===== src/hw/pfs_pkg.sv =====
// Constants, register map and state encoding of the point-of-load fault supervisor.
// Assumes a 100 MHz system clock; measurement codes arrive on that same clock.
package pfs_pkg;
  // Clock and timing.
  localparam int CLK_PERIOD_NS = 10;
  localparam int TRIP_DELAY_US = 6;
  localparam int TRIP_DELAY_CYC = (TRIP_DELAY_US * 1000) / CLK_PERIOD_NS;
  localparam int RETRY_PERIOD_MS = 130;
  localparam int RETRY_CYC_DEF = (RETRY_PERIOD_MS * 1000000) / CLK_PERIOD_NS;
  localparam int QUAL_CW = 10;
  localparam int RETRY_CW = 24;
  // Register byte offsets.
  localparam logic [7:0] ADDR_CFG = 8'h00;
  localparam logic [7:0] ADDR_STAT = 8'h04;
  localparam logic [7:0] ADDR_IRQ_STAT = 8'h08;
  localparam logic [7:0] ADDR_IRQ_MASK = 8'h0C;
  // Configuration fields.
  localparam int CFG_OC_LSB = 0;
  localparam int CFG_OV_LSB = 4;
  localparam int CFG_UV_LSB = 8;
  localparam int CFG_PGLO_BIT = 12;
  localparam int CFG_LATCH_LSB = 16;
  localparam int CFG_TRK_EN_BIT = 21;
  localparam logic [31:0] CFG_RESET = 32'h0000_0020;
  localparam logic [31:0] CFG_WMASK = 32'h003F_1F3F;
  // Status fields.
  localparam int STAT_ON_BIT = 0;
  localparam int STAT_WARN_BIT = 1;
  localparam int STAT_PG_BIT = 2;
  localparam int STAT_OTBLK_BIT = 3;
  localparam int STAT_STATE_LSB = 8;
  // Event indices, shared by qualifiers and interrupt bits.
  localparam int EV_OC = 0;
  localparam int EV_OV = 1;
  localparam int EV_UV = 2;
  localparam int EV_OT = 3;
  localparam int EV_TRK = 4;
  localparam int EV_WARN = 5;
  localparam int EV_PG = 6;
  localparam int N_FAULT = 5;
  localparam int N_EV = 7;
  // Thresholds.
  localparam int PCT_UNIT = 100;
  localparam int OC_BASE_PCT = 60;
  localparam int OC_STEP_PCT = 12;
  localparam int OC_MAX_CODE = 10;
  localparam int OV_BASE_PCT = 110;
  localparam int OV_STEP_PCT = 10;
  localparam int OV_MAX_CODE = 2;
  localparam int OV_FLOOR_MV = 1000;
  localparam int UV_TOP_PCT = 85;
  localparam int UV_STEP_PCT = 5;
  localparam int PG_HI_PCT = 110;
  localparam int PG_LO_PCT = 90;
  localparam int PG_LO_ALT_PCT = 95;
  localparam int TRK_LIMIT_MV = 250;
  localparam int OT_OFF_C = 130;
  localparam int OT_ON_C = 120;
  localparam int WARN_ON_C = 120;
  localparam int WARN_HYST_C = 3;
  // Output sequencing states.
  typedef enum logic [1:0] {
    ST_OFF = 2'b00,
    ST_RUN = 2'b01,
    ST_RETRY = 2'b10,
    ST_LATCH = 2'b11
  } pfs_state_e;
endpackage : pfs_pkg


===== src/hw/pfs_retry_if.sv =====
// Handshake between the supervisor sequencer and its retry timer.
// Assumes both ends share one clock.
interface pfs_retry_if;
  logic start;
  logic done;
  modport ctl (output start, input done);
  modport tmr (input start, output done);
endinterface : pfs_retry_if


===== src/hw/pfs_qual.sv =====
// Persistence filter: the output follows the input once it has differed for N cycles.
// Assumes the input is synchronous to clock.
module pfs_qual
  import pfs_pkg::*;
#(
  parameter int unsigned N = TRIP_DELAY_CYC
) (
  // Clock and reset.
  input wire logic clock,
  input wire logic reset_n,
  // Condition in and out.
  input wire logic raw,
  output logic qual
);
  logic [QUAL_CW-1:0] cnt_r;

  // A single sample equal to the output restarts the count, so glitches never propagate.
  always_ff @(posedge clock or negedge reset_n) begin
    if (!reset_n) begin
      cnt_r <= '0;
      qual <= 1'b0;
    end else if (raw == qual) begin
      cnt_r <= '0;
    end else if (cnt_r == QUAL_CW'(N - 1)) begin
      cnt_r <= '0;
      qual <= raw;
    end else begin
      cnt_r <= cnt_r + 1'b1;
    end
  end
endmodule : pfs_qual


===== src/hw/pfs_retry_timer.sv =====
// One-shot retry timer; done pulses for one cycle when the period ends.
// Assumes start is a one-cycle pulse; a start while running reloads the count.
module pfs_retry_timer
  import pfs_pkg::*;
#(
  parameter int unsigned CYCLES = RETRY_CYC_DEF
) (
  // Clock and reset.
  input wire logic clock,
  input wire logic reset_n,
  // Sequencer handshake.
  pfs_retry_if.tmr rif
);
  logic [RETRY_CW-1:0] cnt_r;
  logic run_r;

  // Count down from the loaded period; start takes priority over expiry.
  always_ff @(posedge clock or negedge reset_n) begin
    if (!reset_n) begin
      cnt_r <= '0;
      run_r <= 1'b0;
    end else if (rif.start) begin
      cnt_r <= RETRY_CW'(CYCLES - 1);
      run_r <= 1'b1;
    end else if (run_r) begin
      if (cnt_r == '0) begin
        run_r <= 1'b0;
      end else begin
        cnt_r <= cnt_r - 1'b1;
      end
    end
  end

  assign rif.done = run_r && (cnt_r == '0);
endmodule : pfs_retry_timer


===== src/hw/pfs_supervisor.sv =====
// Fault supervisor of a point-of-load converter: thresholds, trip sequencing, power good.
// Assumes measurement codes come from logic on clock; enable_pin comes from outside.
//
// Notes on behaviour
// [RULE_01] Overcurrent, overvoltage, undervoltage each latching or retrying; retrying by default.
// [RULE_02] Tracking protection off by default; when on, latching or retrying.
// [RULE_03] Overcurrent threshold in 11 steps from 60 to 180 percent rated.
// [RULE_04] Overvoltage threshold 110, 120 or 130 percent of setpoint; 130 default.
// [RULE_05] Overvoltage never trips below 1.0 V output.
// [RULE_06] Undervoltage threshold in 5 percent steps, highest 85 percent.
// [RULE_07] Every fault turns the output off 6 us after crossing.
// [RULE_08] Tracking checked only during ramp up; trips beyond 250 mV error.
// [RULE_09] Overtemperature trips at 130 C; restart allowed only at 120 C.
// [RULE_10] Overtemperature warning always on, set at 120 C, 3 C hysteresis.
// [RULE_11] Warning flag rises 6 us after crossing its threshold.
// [RULE_12] Power good high inside 90 or 95 to 110 percent window.
// [RULE_13] Power good changes 6 us after a window bound is crossed.
// [RULE_14] Latched faults wait for external re-enable; others restart each retry period.
module pfs_supervisor
  import pfs_pkg::*;
#(
  parameter int unsigned RETRY_CYCLES = RETRY_CYC_DEF
) (
  // Clock and reset.
  input wire logic clock,
  input wire logic reset_n,
  // Register port.
  input wire logic [7:0] reg_addr,
  input wire logic [31:0] reg_wdata,
  input wire logic reg_wr,
  input wire logic reg_rd,
  output logic [31:0] reg_rdata,
  // Measurements.
  input wire logic [7:0] iout_pct,
  input wire logic [15:0] vout_mv,
  input wire logic [15:0] vset_mv,
  input wire logic signed [9:0] temp_c,
  input wire logic signed [15:0] track_err_mv,
  input wire logic ramp_up,
  // External enable.
  input wire logic enable_pin,
  // Power stage and system.
  output logic out_on,
  output logic turn_off,
  output logic power_good_out,
  output logic irq
);
  pfs_state_e state_r, state_nxt;
  logic [31:0] cfg_r, irq_stat_r, irq_mask_r, stat_w;
  logic [N_EV-1:0] raw, q, q_d_r, ev;
  logic en_s1_r, en_s2_r, ot_block_r, warn_hyst_r, fault_any, latch_hit;
  logic [3:0] oc_sel, uv_code;
  logic [1:0] ov_sel;
  logic [7:0] oc_thr, ov_pct, uv_pct, pg_lo;
  logic [23:0] vout_x100;
  logic [QUAL_CW-1:0] ov_hold_r, warn_hold_r;
  pfs_retry_if rif ();

  // Millivolts times percent, kept at a width that cannot overflow.
  function automatic logic [23:0] pfs_scale(input logic [15:0] mv, input logic [7:0] pct);
    return 24'(mv) * 24'(pct);
  endfunction : pfs_scale

  // The enable pin is asynchronous; only the second stage is read.
  always_ff @(posedge clock or negedge reset_n) begin
    if (!reset_n) begin
      en_s1_r <= 1'b0;
      en_s2_r <= 1'b0;
    end else begin
      en_s1_r <= enable_pin;
      en_s2_r <= en_s1_r;
    end
  end

  // Threshold decode; out-of-range codes saturate rather than wrap.
  always_comb begin
    oc_sel = (cfg_r[CFG_OC_LSB +: 4] > 4'(OC_MAX_CODE)) ? 4'(OC_MAX_CODE) : cfg_r[CFG_OC_LSB +: 4];
    oc_thr = 8'(OC_BASE_PCT + OC_STEP_PCT * int'(oc_sel)); // RULE_03
    ov_sel = (cfg_r[CFG_OV_LSB +: 2] > 2'(OV_MAX_CODE)) ? 2'(OV_MAX_CODE) : cfg_r[CFG_OV_LSB +: 2];
    ov_pct = 8'(OV_BASE_PCT + OV_STEP_PCT * int'(ov_sel)); // RULE_04
    uv_code = cfg_r[CFG_UV_LSB +: 4];
    uv_pct = 8'(UV_TOP_PCT - UV_STEP_PCT * int'(uv_code)); // RULE_06
    pg_lo = cfg_r[CFG_PGLO_BIT] ? 8'(PG_LO_ALT_PCT) : 8'(PG_LO_PCT); // RULE_12
    vout_x100 = pfs_scale(vout_mv, 8'(PCT_UNIT));
  end

  // Raw conditions. Undervoltage is blind while off or ramping, else every restart trips.
  always_comb begin
    raw[EV_OC] = out_on && (iout_pct >= oc_thr);
    raw[EV_OV] = (vout_x100 >= pfs_scale(vset_mv, ov_pct))
      && (vout_mv >= 16'(OV_FLOOR_MV)); // RULE_05
    raw[EV_UV] = out_on && !ramp_up && (vout_x100 < pfs_scale(vset_mv, uv_pct));
    raw[EV_OT] = temp_c >= 10'(OT_OFF_C); // RULE_09
    raw[EV_TRK] = cfg_r[CFG_TRK_EN_BIT] && out_on && ramp_up
      && ((track_err_mv > 16'(TRK_LIMIT_MV)) || (track_err_mv < 16'(-TRK_LIMIT_MV))); // RULE_08
    raw[EV_WARN] = warn_hyst_r;
    raw[EV_PG] = (vout_x100 >= pfs_scale(vset_mv, pg_lo))
      && (vout_x100 <= pfs_scale(vset_mv, 8'(PG_HI_PCT))); // RULE_12
  end

  // Each condition must persist for the trip delay before it acts.
  for (genvar i = 0; i < N_EV; i++) begin : g_qual
    pfs_qual #(.N(TRIP_DELAY_CYC)) u_qual ( // RULE_07 RULE_11 RULE_13
      .clock(clock),
      .reset_n(reset_n),
      .raw(raw[i]),
      .qual(q[i])
    );
  end
  assign power_good_out = q[EV_PG];

  // Warning comparator with hysteresis; it has no enable, so it always runs.
  always_ff @(posedge clock or negedge reset_n) begin
    if (!reset_n) begin
      warn_hyst_r <= 1'b0;
    end else if (temp_c >= 10'(WARN_ON_C)) begin
      warn_hyst_r <= 1'b1; // RULE_10
    end else if (temp_c <= 10'(WARN_ON_C - WARN_HYST_C)) begin
      warn_hyst_r <= 1'b0; // RULE_10
    end
  end

  // Overtemperature restart lock, released only once the die has cooled.
  always_ff @(posedge clock or negedge reset_n) begin
    if (!reset_n) begin
      ot_block_r <= 1'b0;
    end else if (q[EV_OT]) begin
      ot_block_r <= 1'b1; // RULE_09
    end else if (temp_c <= 10'(OT_ON_C)) begin
      ot_block_r <= 1'b0; // RULE_09
    end
  end

  assign fault_any = |q[N_FAULT-1:0];
  assign latch_hit = |(q[N_FAULT-1:0] & cfg_r[CFG_LATCH_LSB +: N_FAULT]); // RULE_01 RULE_02

  // Sequencer; dropping the enable pin overrides everything, which also clears a latch.
  always_comb begin
    state_nxt = state_r;
    rif.start = 1'b0;
    if (!en_s2_r) begin
      state_nxt = ST_OFF; // RULE_14
    end else begin
      case (state_r)
        ST_OFF: begin
          if (!fault_any && !ot_block_r) begin
            state_nxt = ST_RUN;
          end
        end
        ST_RUN: begin
          if (fault_any) begin // RULE_07
            if (latch_hit) begin
              state_nxt = ST_LATCH; // RULE_14
            end else begin
              state_nxt = ST_RETRY;
              rif.start = 1'b1;
            end
          end
        end
        ST_RETRY: begin
          if (rif.done) begin
            if (fault_any || ot_block_r) begin
              rif.start = 1'b1; // RULE_14
            end else begin
              state_nxt = ST_RUN; // RULE_14
            end
          end
        end
        ST_LATCH: state_nxt = ST_LATCH;
        default: state_nxt = ST_OFF;
      endcase
    end
  end

  // State and power stage outputs.
  always_ff @(posedge clock or negedge reset_n) begin
    if (!reset_n) begin
      state_r <= ST_OFF;
      out_on <= 1'b0;
      turn_off <= 1'b0;
    end else begin
      state_r <= state_nxt;
      out_on <= (state_nxt == ST_RUN);
      turn_off <= (state_r == ST_RUN) && (state_nxt != ST_RUN); // RULE_07
    end
  end

  pfs_retry_timer #(.CYCLES(RETRY_CYCLES)) u_retry (
    .clock(clock),
    .reset_n(reset_n),
    .rif(rif.tmr)
  );

  // Events: fault and warning onsets, and any power good change.
  assign ev = {q[EV_PG] ^ q_d_r[EV_PG], q[EV_PG-1:0] & ~q_d_r[EV_PG-1:0]};

  // Configuration register; its reset value selects the retrying defaults.
  always_ff @(posedge clock or negedge reset_n) begin
    if (!reset_n) begin
      cfg_r <= CFG_RESET; // RULE_01 RULE_02 RULE_04
    end else if (reg_wr && (reg_addr == ADDR_CFG)) begin
      cfg_r <= reg_wdata & CFG_WMASK;
    end
  end

  // Sticky interrupt status; a new event wins over a write-one-to-clear.
  always_ff @(posedge clock or negedge reset_n) begin
    if (!reset_n) begin
      q_d_r <= '0;
      irq_stat_r <= '0;
      irq_mask_r <= '0;
      irq <= 1'b0;
    end else begin
      q_d_r <= q;
      if (reg_wr && (reg_addr == ADDR_IRQ_STAT)) begin
        irq_stat_r <= (irq_stat_r & ~reg_wdata) | 32'(ev);
      end else begin
        irq_stat_r <= irq_stat_r | 32'(ev);
      end
      if (reg_wr && (reg_addr == ADDR_IRQ_MASK)) begin
        irq_mask_r <= reg_wdata & 32'((1 << N_EV) - 1);
      end
      irq <= |(irq_stat_r & irq_mask_r);
    end
  end

  // Live status word.
  always_comb begin
    stat_w = '0;
    stat_w[STAT_ON_BIT] = out_on;
    stat_w[STAT_WARN_BIT] = q[EV_WARN]; // RULE_10
    stat_w[STAT_PG_BIT] = q[EV_PG];
    stat_w[STAT_OTBLK_BIT] = ot_block_r;
    stat_w[STAT_STATE_LSB +: 2] = state_r;
  end

  // Read data stand for one cycle only; unmapped offsets read zero.
  always_ff @(posedge clock or negedge reset_n) begin
    if (!reset_n) begin
      reg_rdata <= '0;
    end else if (reg_rd) begin
      case (reg_addr)
        ADDR_CFG: reg_rdata <= cfg_r;
        ADDR_STAT: reg_rdata <= stat_w;
        ADDR_IRQ_STAT: reg_rdata <= irq_stat_r;
        ADDR_IRQ_MASK: reg_rdata <= irq_mask_r;
        default: reg_rdata <= '0;
      endcase
    end else begin
      reg_rdata <= '0;
    end
  end

  // Helper run-length counters, read only by the checks below.
  always_ff @(posedge clock or negedge reset_n) begin
    if (!reset_n) begin
      ov_hold_r <= '0;
      warn_hold_r <= '0;
    end else begin
      ov_hold_r <= !raw[EV_OV] ? '0 : (ov_hold_r == '1) ? ov_hold_r : ov_hold_r + 1'b1;
      warn_hold_r <= !raw[EV_WARN] ? '0 : (warn_hold_r == '1) ? warn_hold_r : warn_hold_r + 1'b1;
    end
  end
endmodule : pfs_supervisor


===== config.mk =====
export PLATFORM = sky130hd
export DESIGN_NAME = pfs_supervisor
export DESIGN_NICKNAME = d
export VERILOG_FILES = /design/src/hw/pfs_pkg.sv /design/src/hw/pfs_retry_if.sv /design/src/hw/pfs_qual.sv /design/src/hw/pfs_retry_timer.sv /design/src/hw/pfs_supervisor.sv
export SDC_FILE = /design/constraint.sdc
export NUM_CORES = 1
export LEC_CHECK = 0
export BUFFER_PORTS_ARGS = -buffer_cell sky130_fd_sc_hd__buf_4
export CORE_MARGIN = 2
export CORE_UTILIZATION = 55
export CTS_CLUSTER_SIZE = 20
export DETAILED_ROUTE_END_ITERATION = 6
export GPL_TIMING_DRIVEN = 0
export PLACE_DENSITY_LB_ADDON = 0.3
export SETUP_SLACK_MARGIN = 0.05
export SKIP_LAST_GASP = 1
export SLEW_MARGIN = 20
export SYNTH_ARGS = -nofsm -noshare
export SYNTH_HDL_FRONTEND = slang
export SYNTH_HIERARCHICAL = 1
export SYNTH_SLANG_ARGS = --single-unit

===== constraint.sdc =====
create_clock -name clock -period 8.2 [get_ports clock]
set_input_delay 2.46 -clock clock [delete_from_list [all_inputs] [get_ports clock]]
set_output_delay 2.46 -clock clock [all_outputs]
set_load 0.01 [all_outputs]

After elaboration in Yosys (flattened, before gate mapping)
Index checks and enable logic that the tools add are counted.
{"block": "classes", "n_eq_ne": 23, "reduce_logical": 36, "n_shift": 0, "n_lt_le_gt_ge": 14, "mul": 8, "bitwise": 16, "n_div": 0, "addsub": 11, "mux": 43}
{"operator": "two-way mux 10 bit", "n": 14}
{"operator": "one-hot mux 32 bit (4 select lines)", "n": 1}
{"operator": "two-way mux 24 bit", "n": 3}
{"operator": "adder 10 x 1 -> 10 bit, second input constant", "n": 7}
{"operator": "== test 10 bit, second input constant", "n": 7}
{"operator": "two-way mux 32 bit", "n": 2}
{"operator": "bitwise OR 32 x 7 -> 32 bit", "n": 2}
{"operator": "multiplier 16 x 8 -> 24 bit", "n": 2}
{"operator": "bitwise AND 32 bit", "n": 1}
{"operator": "bitwise AND 32 x 7 -> 32 bit", "n": 1}
{"operator": "NOT 32 bit", "n": 1}
{"operator": "OR reduction 32 bit", "n": 1}
{"operator": "greater-or-equal comparator 23 x 24 -> 1 bit", "n": 1}
{"operator": "zero test 24 bit", "n": 1}
{"operator": "less-than comparator 23 x 24 -> 1 bit", "n": 1}
{"operator": "subtractor 24 x 1 -> 24 bit, second input constant", "n": 1}
{"operator": "greater-or-equal comparator 23 bit", "n": 1}
{"operator": "<= comparator 23 bit", "n": 1}
{"operator": "multiplier 16 x 7 -> 23 bit", "n": 1}
{"operator": "multiplier 16 x 6 -> 22 bit, second input constant", "n": 1}
{"operator": "multiplier 16 x 5 -> 21 bit, second input constant", "n": 1}
{"operator": "<= comparator 10 x 8 -> 1 bit, second input constant", "n": 2}
{"operator": "== test 8 x 4 -> 1 bit, second input constant", "n": 2}
{"operator": "greater-or-equal comparator 16 x 10 -> 1 bit, second input constant", "n": 1}
{"operator": "38 further kinds", "n": 95}
{"block": "word_totals", "ram_bits": 0, "regBits": 206, "latchBits": 0, "memories": 0, "romBits": 0, "input_bits": 112}

Longest topological paths before layout
{"block": "logic_depth", "depth_word": 10, "mapped_depth": 36, "mapped_depth_nobuf": 35}

Hierarchy
Netlist, hierarchy kept.
{"mod": "pfs_supervisor", "area_each_um2": 20100.5, "n_inst": 1, "cells_per_inst": 2192, "seq_area_each_um2": 2603.7}
{"mod": "pfs_qual", "area_each_um2": 583.1, "n_inst": 7, "cells_per_inst": 57, "seq_area_each_um2": 275.3}
{"mod": "pfs_retry_timer", "area_each_um2": 1402.6, "n_inst": 1, "cells_per_inst": 146, "seq_area_each_um2": 625.6}

Worst setup path before layout
OpenSTA, ideal clock, no wires.
{"block": "synth_path", "path_type": "in2reg", "start": "in vset_mv[1]", "end": "reg g_qual[1].u_qual.cnt_r[3]", "path_slack_ns": -0.708, "path_stages": 29, "path_buffers": 1, "t_arrival_ns": 8.825, "setup_ns": 0.083, "t_required_ns": 8.117, "path_cell_list": "clkbuf_1 > inv_1 > nor2_1 > and2_1 > fa_1 > ha_1 > ha_1 > inv_1 > fa_1 > inv_1 > ha_1 > a21o_1 > a21oi_1 > o21ai_0 > a21oi_1 > a21oi_1 > and3_1 > o31ai_1 > xnor2_1 > ha_1 > a21o_1 > a21o_1 > a2111oi_0 > o311ai_0 > nor3_1 > nor4b_1 > xnor2_1 > or3_2 > o21ai_0"}
{"block": "synth_via", "elab_chain_cells": 5}
{"item": "start: declaration", "line": "pfs_supervisor.sv:36", "source": "input wire logic [15:0] vset_mv,"}
{"item": "multiplier 16 x 8 -> 24 bit", "line": "pfs_supervisor.sv:61", "source": "return 24'(mv) * 24'(pct);"}
{"item": "greater-or-equal comparator 23 x 24 -> 1 bit", "line": "pfs_supervisor.sv:90", "source": "raw[EV_OV] = (vout_x100 >= pfs_scale(vset_mv, ov_pct))"}
{"item": "logical AND 1 bit", "line": "pfs_supervisor.sv:91", "source": "&& (vout_mv >= 16'(OV_FLOOR_MV));"}
{"item": "net raw[1]", "line": "pfs_supervisor.sv:50", "source": "logic [N_EV-1:0] raw, q, q_d_r, ev;"}
{"item": "== test 1 bit", "line": "pfs_qual.sv:22", "source": "end else if (raw == qual) begin"}
{"item": "two-way mux 10 bit", "line": "pfs_qual.sv:22"}
{"item": "end signal: assignment", "line": "pfs_qual.sv:28", "source": "cnt_r <= cnt_r + 1'b1;"}
{"item": "end: declaration", "line": "pfs_qual.sv:15", "source": "logic [QUAL_CW-1:0] cnt_r;"}
The timed path passes the listed nets, and every way through them passes these cells.
A chain may end at the register's enable or synchronous reset.

Worst setup path after layout
{"block": "layout_path", "start": "in vset_mv[3]", "end": "reg g_qual[1].u_qual.cnt_r[3]"}
The elaborated chain is that of the path after synthesis.

==> impl_metrics.ini <==
[synth]
yosys.cell_count.top_type = sky130_fd_sc_hd__inv_1
yosys_warnings = 6
synth-seq-area-share = 0.202
synth-edff-count = 0
netlist.area_leader.share = 0.201
synth_top_cells_by_area = sky130_fd_sc_hd__dfrtp_1, sky130_fd_sc_hd__ha_1, sky130_fd_sc_hd__fa_1
post_synth_most_frequent_cells = sky130_fd_sc_hd__inv_1, sky130_fd_sc_hd__ha_1, sky130_fd_sc_hd__fa_1
synth_top_area_cell = sky130_fd_sc_hd__dfrtp_1
netlist-cell-type-count = 81
netlist_area_sq_um = 25600
synth-seq-cells = 206
synth_ff_type = sky130_fd_sc_hd__dfrtp_1
postSynthCellCount = 2737
synthesis.nets = 3472
async_flop_share = 1.00
post_synth.cell_area_avg_sq_um = 9.35

[job]
timing.max_cap.violations = 0

[sta]
fin_crit_ns = 8.36
unrepaired_setup_endpoints_after_global_routing = true
timing_max_transition_violations_final = 0
timing.final.setup_violations = 10
worst_hold_slack_ns = 0.355
finClkSkew_ns = 0.0216
minimum_setup_slack_in_the_final_design_ns = -0.156
max-slew-margin-rel = 0.400
fmaxAchievable_ghz = 0.120
fin_crit_sh = 1.02
setup_tns_ns = -0.840
tightestPinTransition_ns = 0.900
final_hold_viol_count = 0

[grt]
initial_antenna_violation_count = 0
grt_usage = 0.271
grt_max_degree = 99
grt_pass1_vias = 21400
gr-total-overflow = 0
grt_first_pass_wirelength_mm = 106

[power]
report.power.total_mw = 9.41
share_seq_of_total_power = 0.115
static-leakage-power_nw = 15.3
p_per_area_nw_per_um2 = 306
internal-power_mw = 4.93
power.share.clock = 0.113
combinationalPowerShare = 0.772
switchingPower_mw = 4.48
power.switching_fraction = 0.476
max-vdd-ir-drop_mv = 0.286

[routing]
dr.pass1.iters = 6
drt_first_iter_violations = 1337
routed_wire_length_per_instance_um = 18.1
drt-total-wl_mm = 66.0
route.vias.total = 21200
detail_route.drc_violations = 0
antenna_left = 0
routed_via_density = 5.81

[setup_path]
critPathRequiredTime_ns = 8.63
worst-path-buf-inv = 8
regToRegEndpoint = g_qual[1].u_qual/cnt_r[3]
worstPathMaxFanout = 14
start_kind = primary input
critical_path_class = primary input to flop
cp_data_arrival_time_ns = 8.79
timing.critical_path.slowest_stage_cell = sky130_fd_sc_hd__fa_1
cp_slowest_stage_delay_ns = 0.51
worst-r2r-setup-slack_ns = 0.02
worst_setup_path_end_kind = flop
critical-path-top-delay-family = adder cells
r2r-start = cfg_r[4]
ff2ff_path_depth = 26

[placed_design]
pre_cts_ws_ns = -1.93
placed_cell_count = 3492
placement_cell_area_sq_um = 27700
post-dp-hpwl_mm = 49.0
port-buffer-count = 145
place.gp.congestion = 0.886

[die]
core_area_sq_um = 46300
die_w_um = 220
design.portCount = 148
initial_utilization = 0.553
die-area_sq_um = 48300
placement_rows = 79
die_h_um = 220

[layout]
antenna-diode-count = 0
final_cell_count_no_fill = 3653
finish.utilization = 0.664
flow.area_growth_from_synthesis_pct = 20.0
design.final.nets = 3765
drive_gt1_frac = 0.203
n_fill_cell = 3467
post-route-cell-area_sq_um = 30700

[hold_path]
hold_path_class = flop to flop
holdPathStages = 0
hold_path.startpoint = en_s1_r
timing.hold.worst_endpoint = en_s2_r

[clocking]
cts_root_buffer = sky130_fd_sc_hd__clkbuf_16
clock_tree_from_tritoncts = done
htree_num_levels = 1
clk_latency_ns = 0.52
worst_setup_hold_path_clk_slew_ns = 0.06
cts.sink_count = 206
cts_hold_buf = 0
number_of_buffers_created_by_cts = 23
clk_path_buf_depth = 3

[run_status]
outcome = finished with violations
failed_checks = setup timing
## cell usage in the layout (no fill, tap or decap), types with 34 or more instances in the layout
cell type,Yosys,routed
sky130_fd_sc_hd__nand4_1,34,34
sky130_fd_sc_hd__nand3_1,63,61
sky130_fd_sc_hd__xnor2_1,60,57
sky130_fd_sc_hd__and2_1,116,105
sky130_fd_sc_hd__fa_1,233,226
sky130_fd_sc_hd__o21ai_0,117,92
sky130_fd_sc_hd__buf_4,0,239
sky130_fd_sc_hd__nand2_1,144,142
sky130_fd_sc_hd__dfrtp_1,205,203
sky130_fd_sc_hd__a21o_1,64,64
sky130_fd_sc_hd__a21oi_1,140,118
sky130_fd_sc_hd__ha_1,390,369
sky130_fd_sc_hd__nor2_1,188,170
sky130_fd_sc_hd__inv_1,417,394
sky130_fd_sc_hd__xor2_1,56,51
sky130_fd_sc_hd__nor3_1,43,34
## state kept, by name (all words and copies together), names as in the netlist, 2 cells and up
name,count
cfg_r,17
g_qual.u_qual/cnt_r,70
g_qual.u_qual/qual,7
irq_mask_r,7
irq_stat_r,32
q_d_r,7
reg_rdata,32
state_r,2
u_retry/cnt_r,24
## cell families (layout without fill, tap and decap cells)
family                     after synthesis  in the layout  synth area share
xor gates and xnor gates               116            116            0.0397
buffers and inverters                  465            774            0.0690
DFF                                    206            206             0.202
muxes                                   51             51            0.0231
and+or+nand+nor                        767            767             0.160
adders and majority gates              623            623             0.373
AOI/OAI and AO/OA                      509            509             0.133
## area by class of cell
class | instances | area [sq um] | share of cell area
multi-input combinational | 2066 | 19700 | 0.641
sequential | 206 | 5160 | 0.168
timing repair buffer | 270 | 2390 | 0.0778
inverter | 417 | 1630 | 0.0530
tap | 607 | 759 | 0.0247
clock buffer | 35 | 701 | 0.0228
buffer | 46 | 285 | 0.00929
clock inverter | 6 | 95.1 | 0.00310
## power groups by stage
stage | Clock (mW) | Combinational, mW | Sequential [mW]
floorplan | 0 | 4.62 | 1.09
CTS | 1.09 | 6.52 | 1.08
global route | 1.13 | 8.03 | 1.08
global placement | 0 | 5.66 | 1.10
detailed placement | 0 | 5.92 | 1.10
finish | 1.06 | 7.27 | 1.08
## timing repair
item,CTS,global route
resized for setup,189,109
endpoints found under the setup margin,33,31
pin swaps,78,60
buffers inserted,89,33
## worst max-delay path by stage
stage	to	from	depth (start not counted)
finish	g_qual[1].u_qual/cnt_r[3]	vset_mv[3]	31
detailed placement	g_qual[6].u_qual/cnt_r[3]	vset_mv[4]	28
floorplan	g_qual[1].u_qual/cnt_r[3]	vset_mv[11]	25
CTS	g_qual[1].u_qual/cnt_r[3]	vset_mv[11]	26
global placement	g_qual[6].u_qual/cnt_r[3]	vset_mv[4]	28
global route	g_qual[1].u_qual/cnt_r[3]	vset_mv[3]	31
## metal layers
layer	wire, um	share of wire	GRT usage	vias up
met3	2780	0.042	0.0211	169
met5	0	0	0	-
met4	3380	0.051	0.114	0
li1	-	-	-	9898
met1	27000	0.41	0.347	10600
met2	32900	0.50	0.472	595
Power figures use the tool's default switching activity.
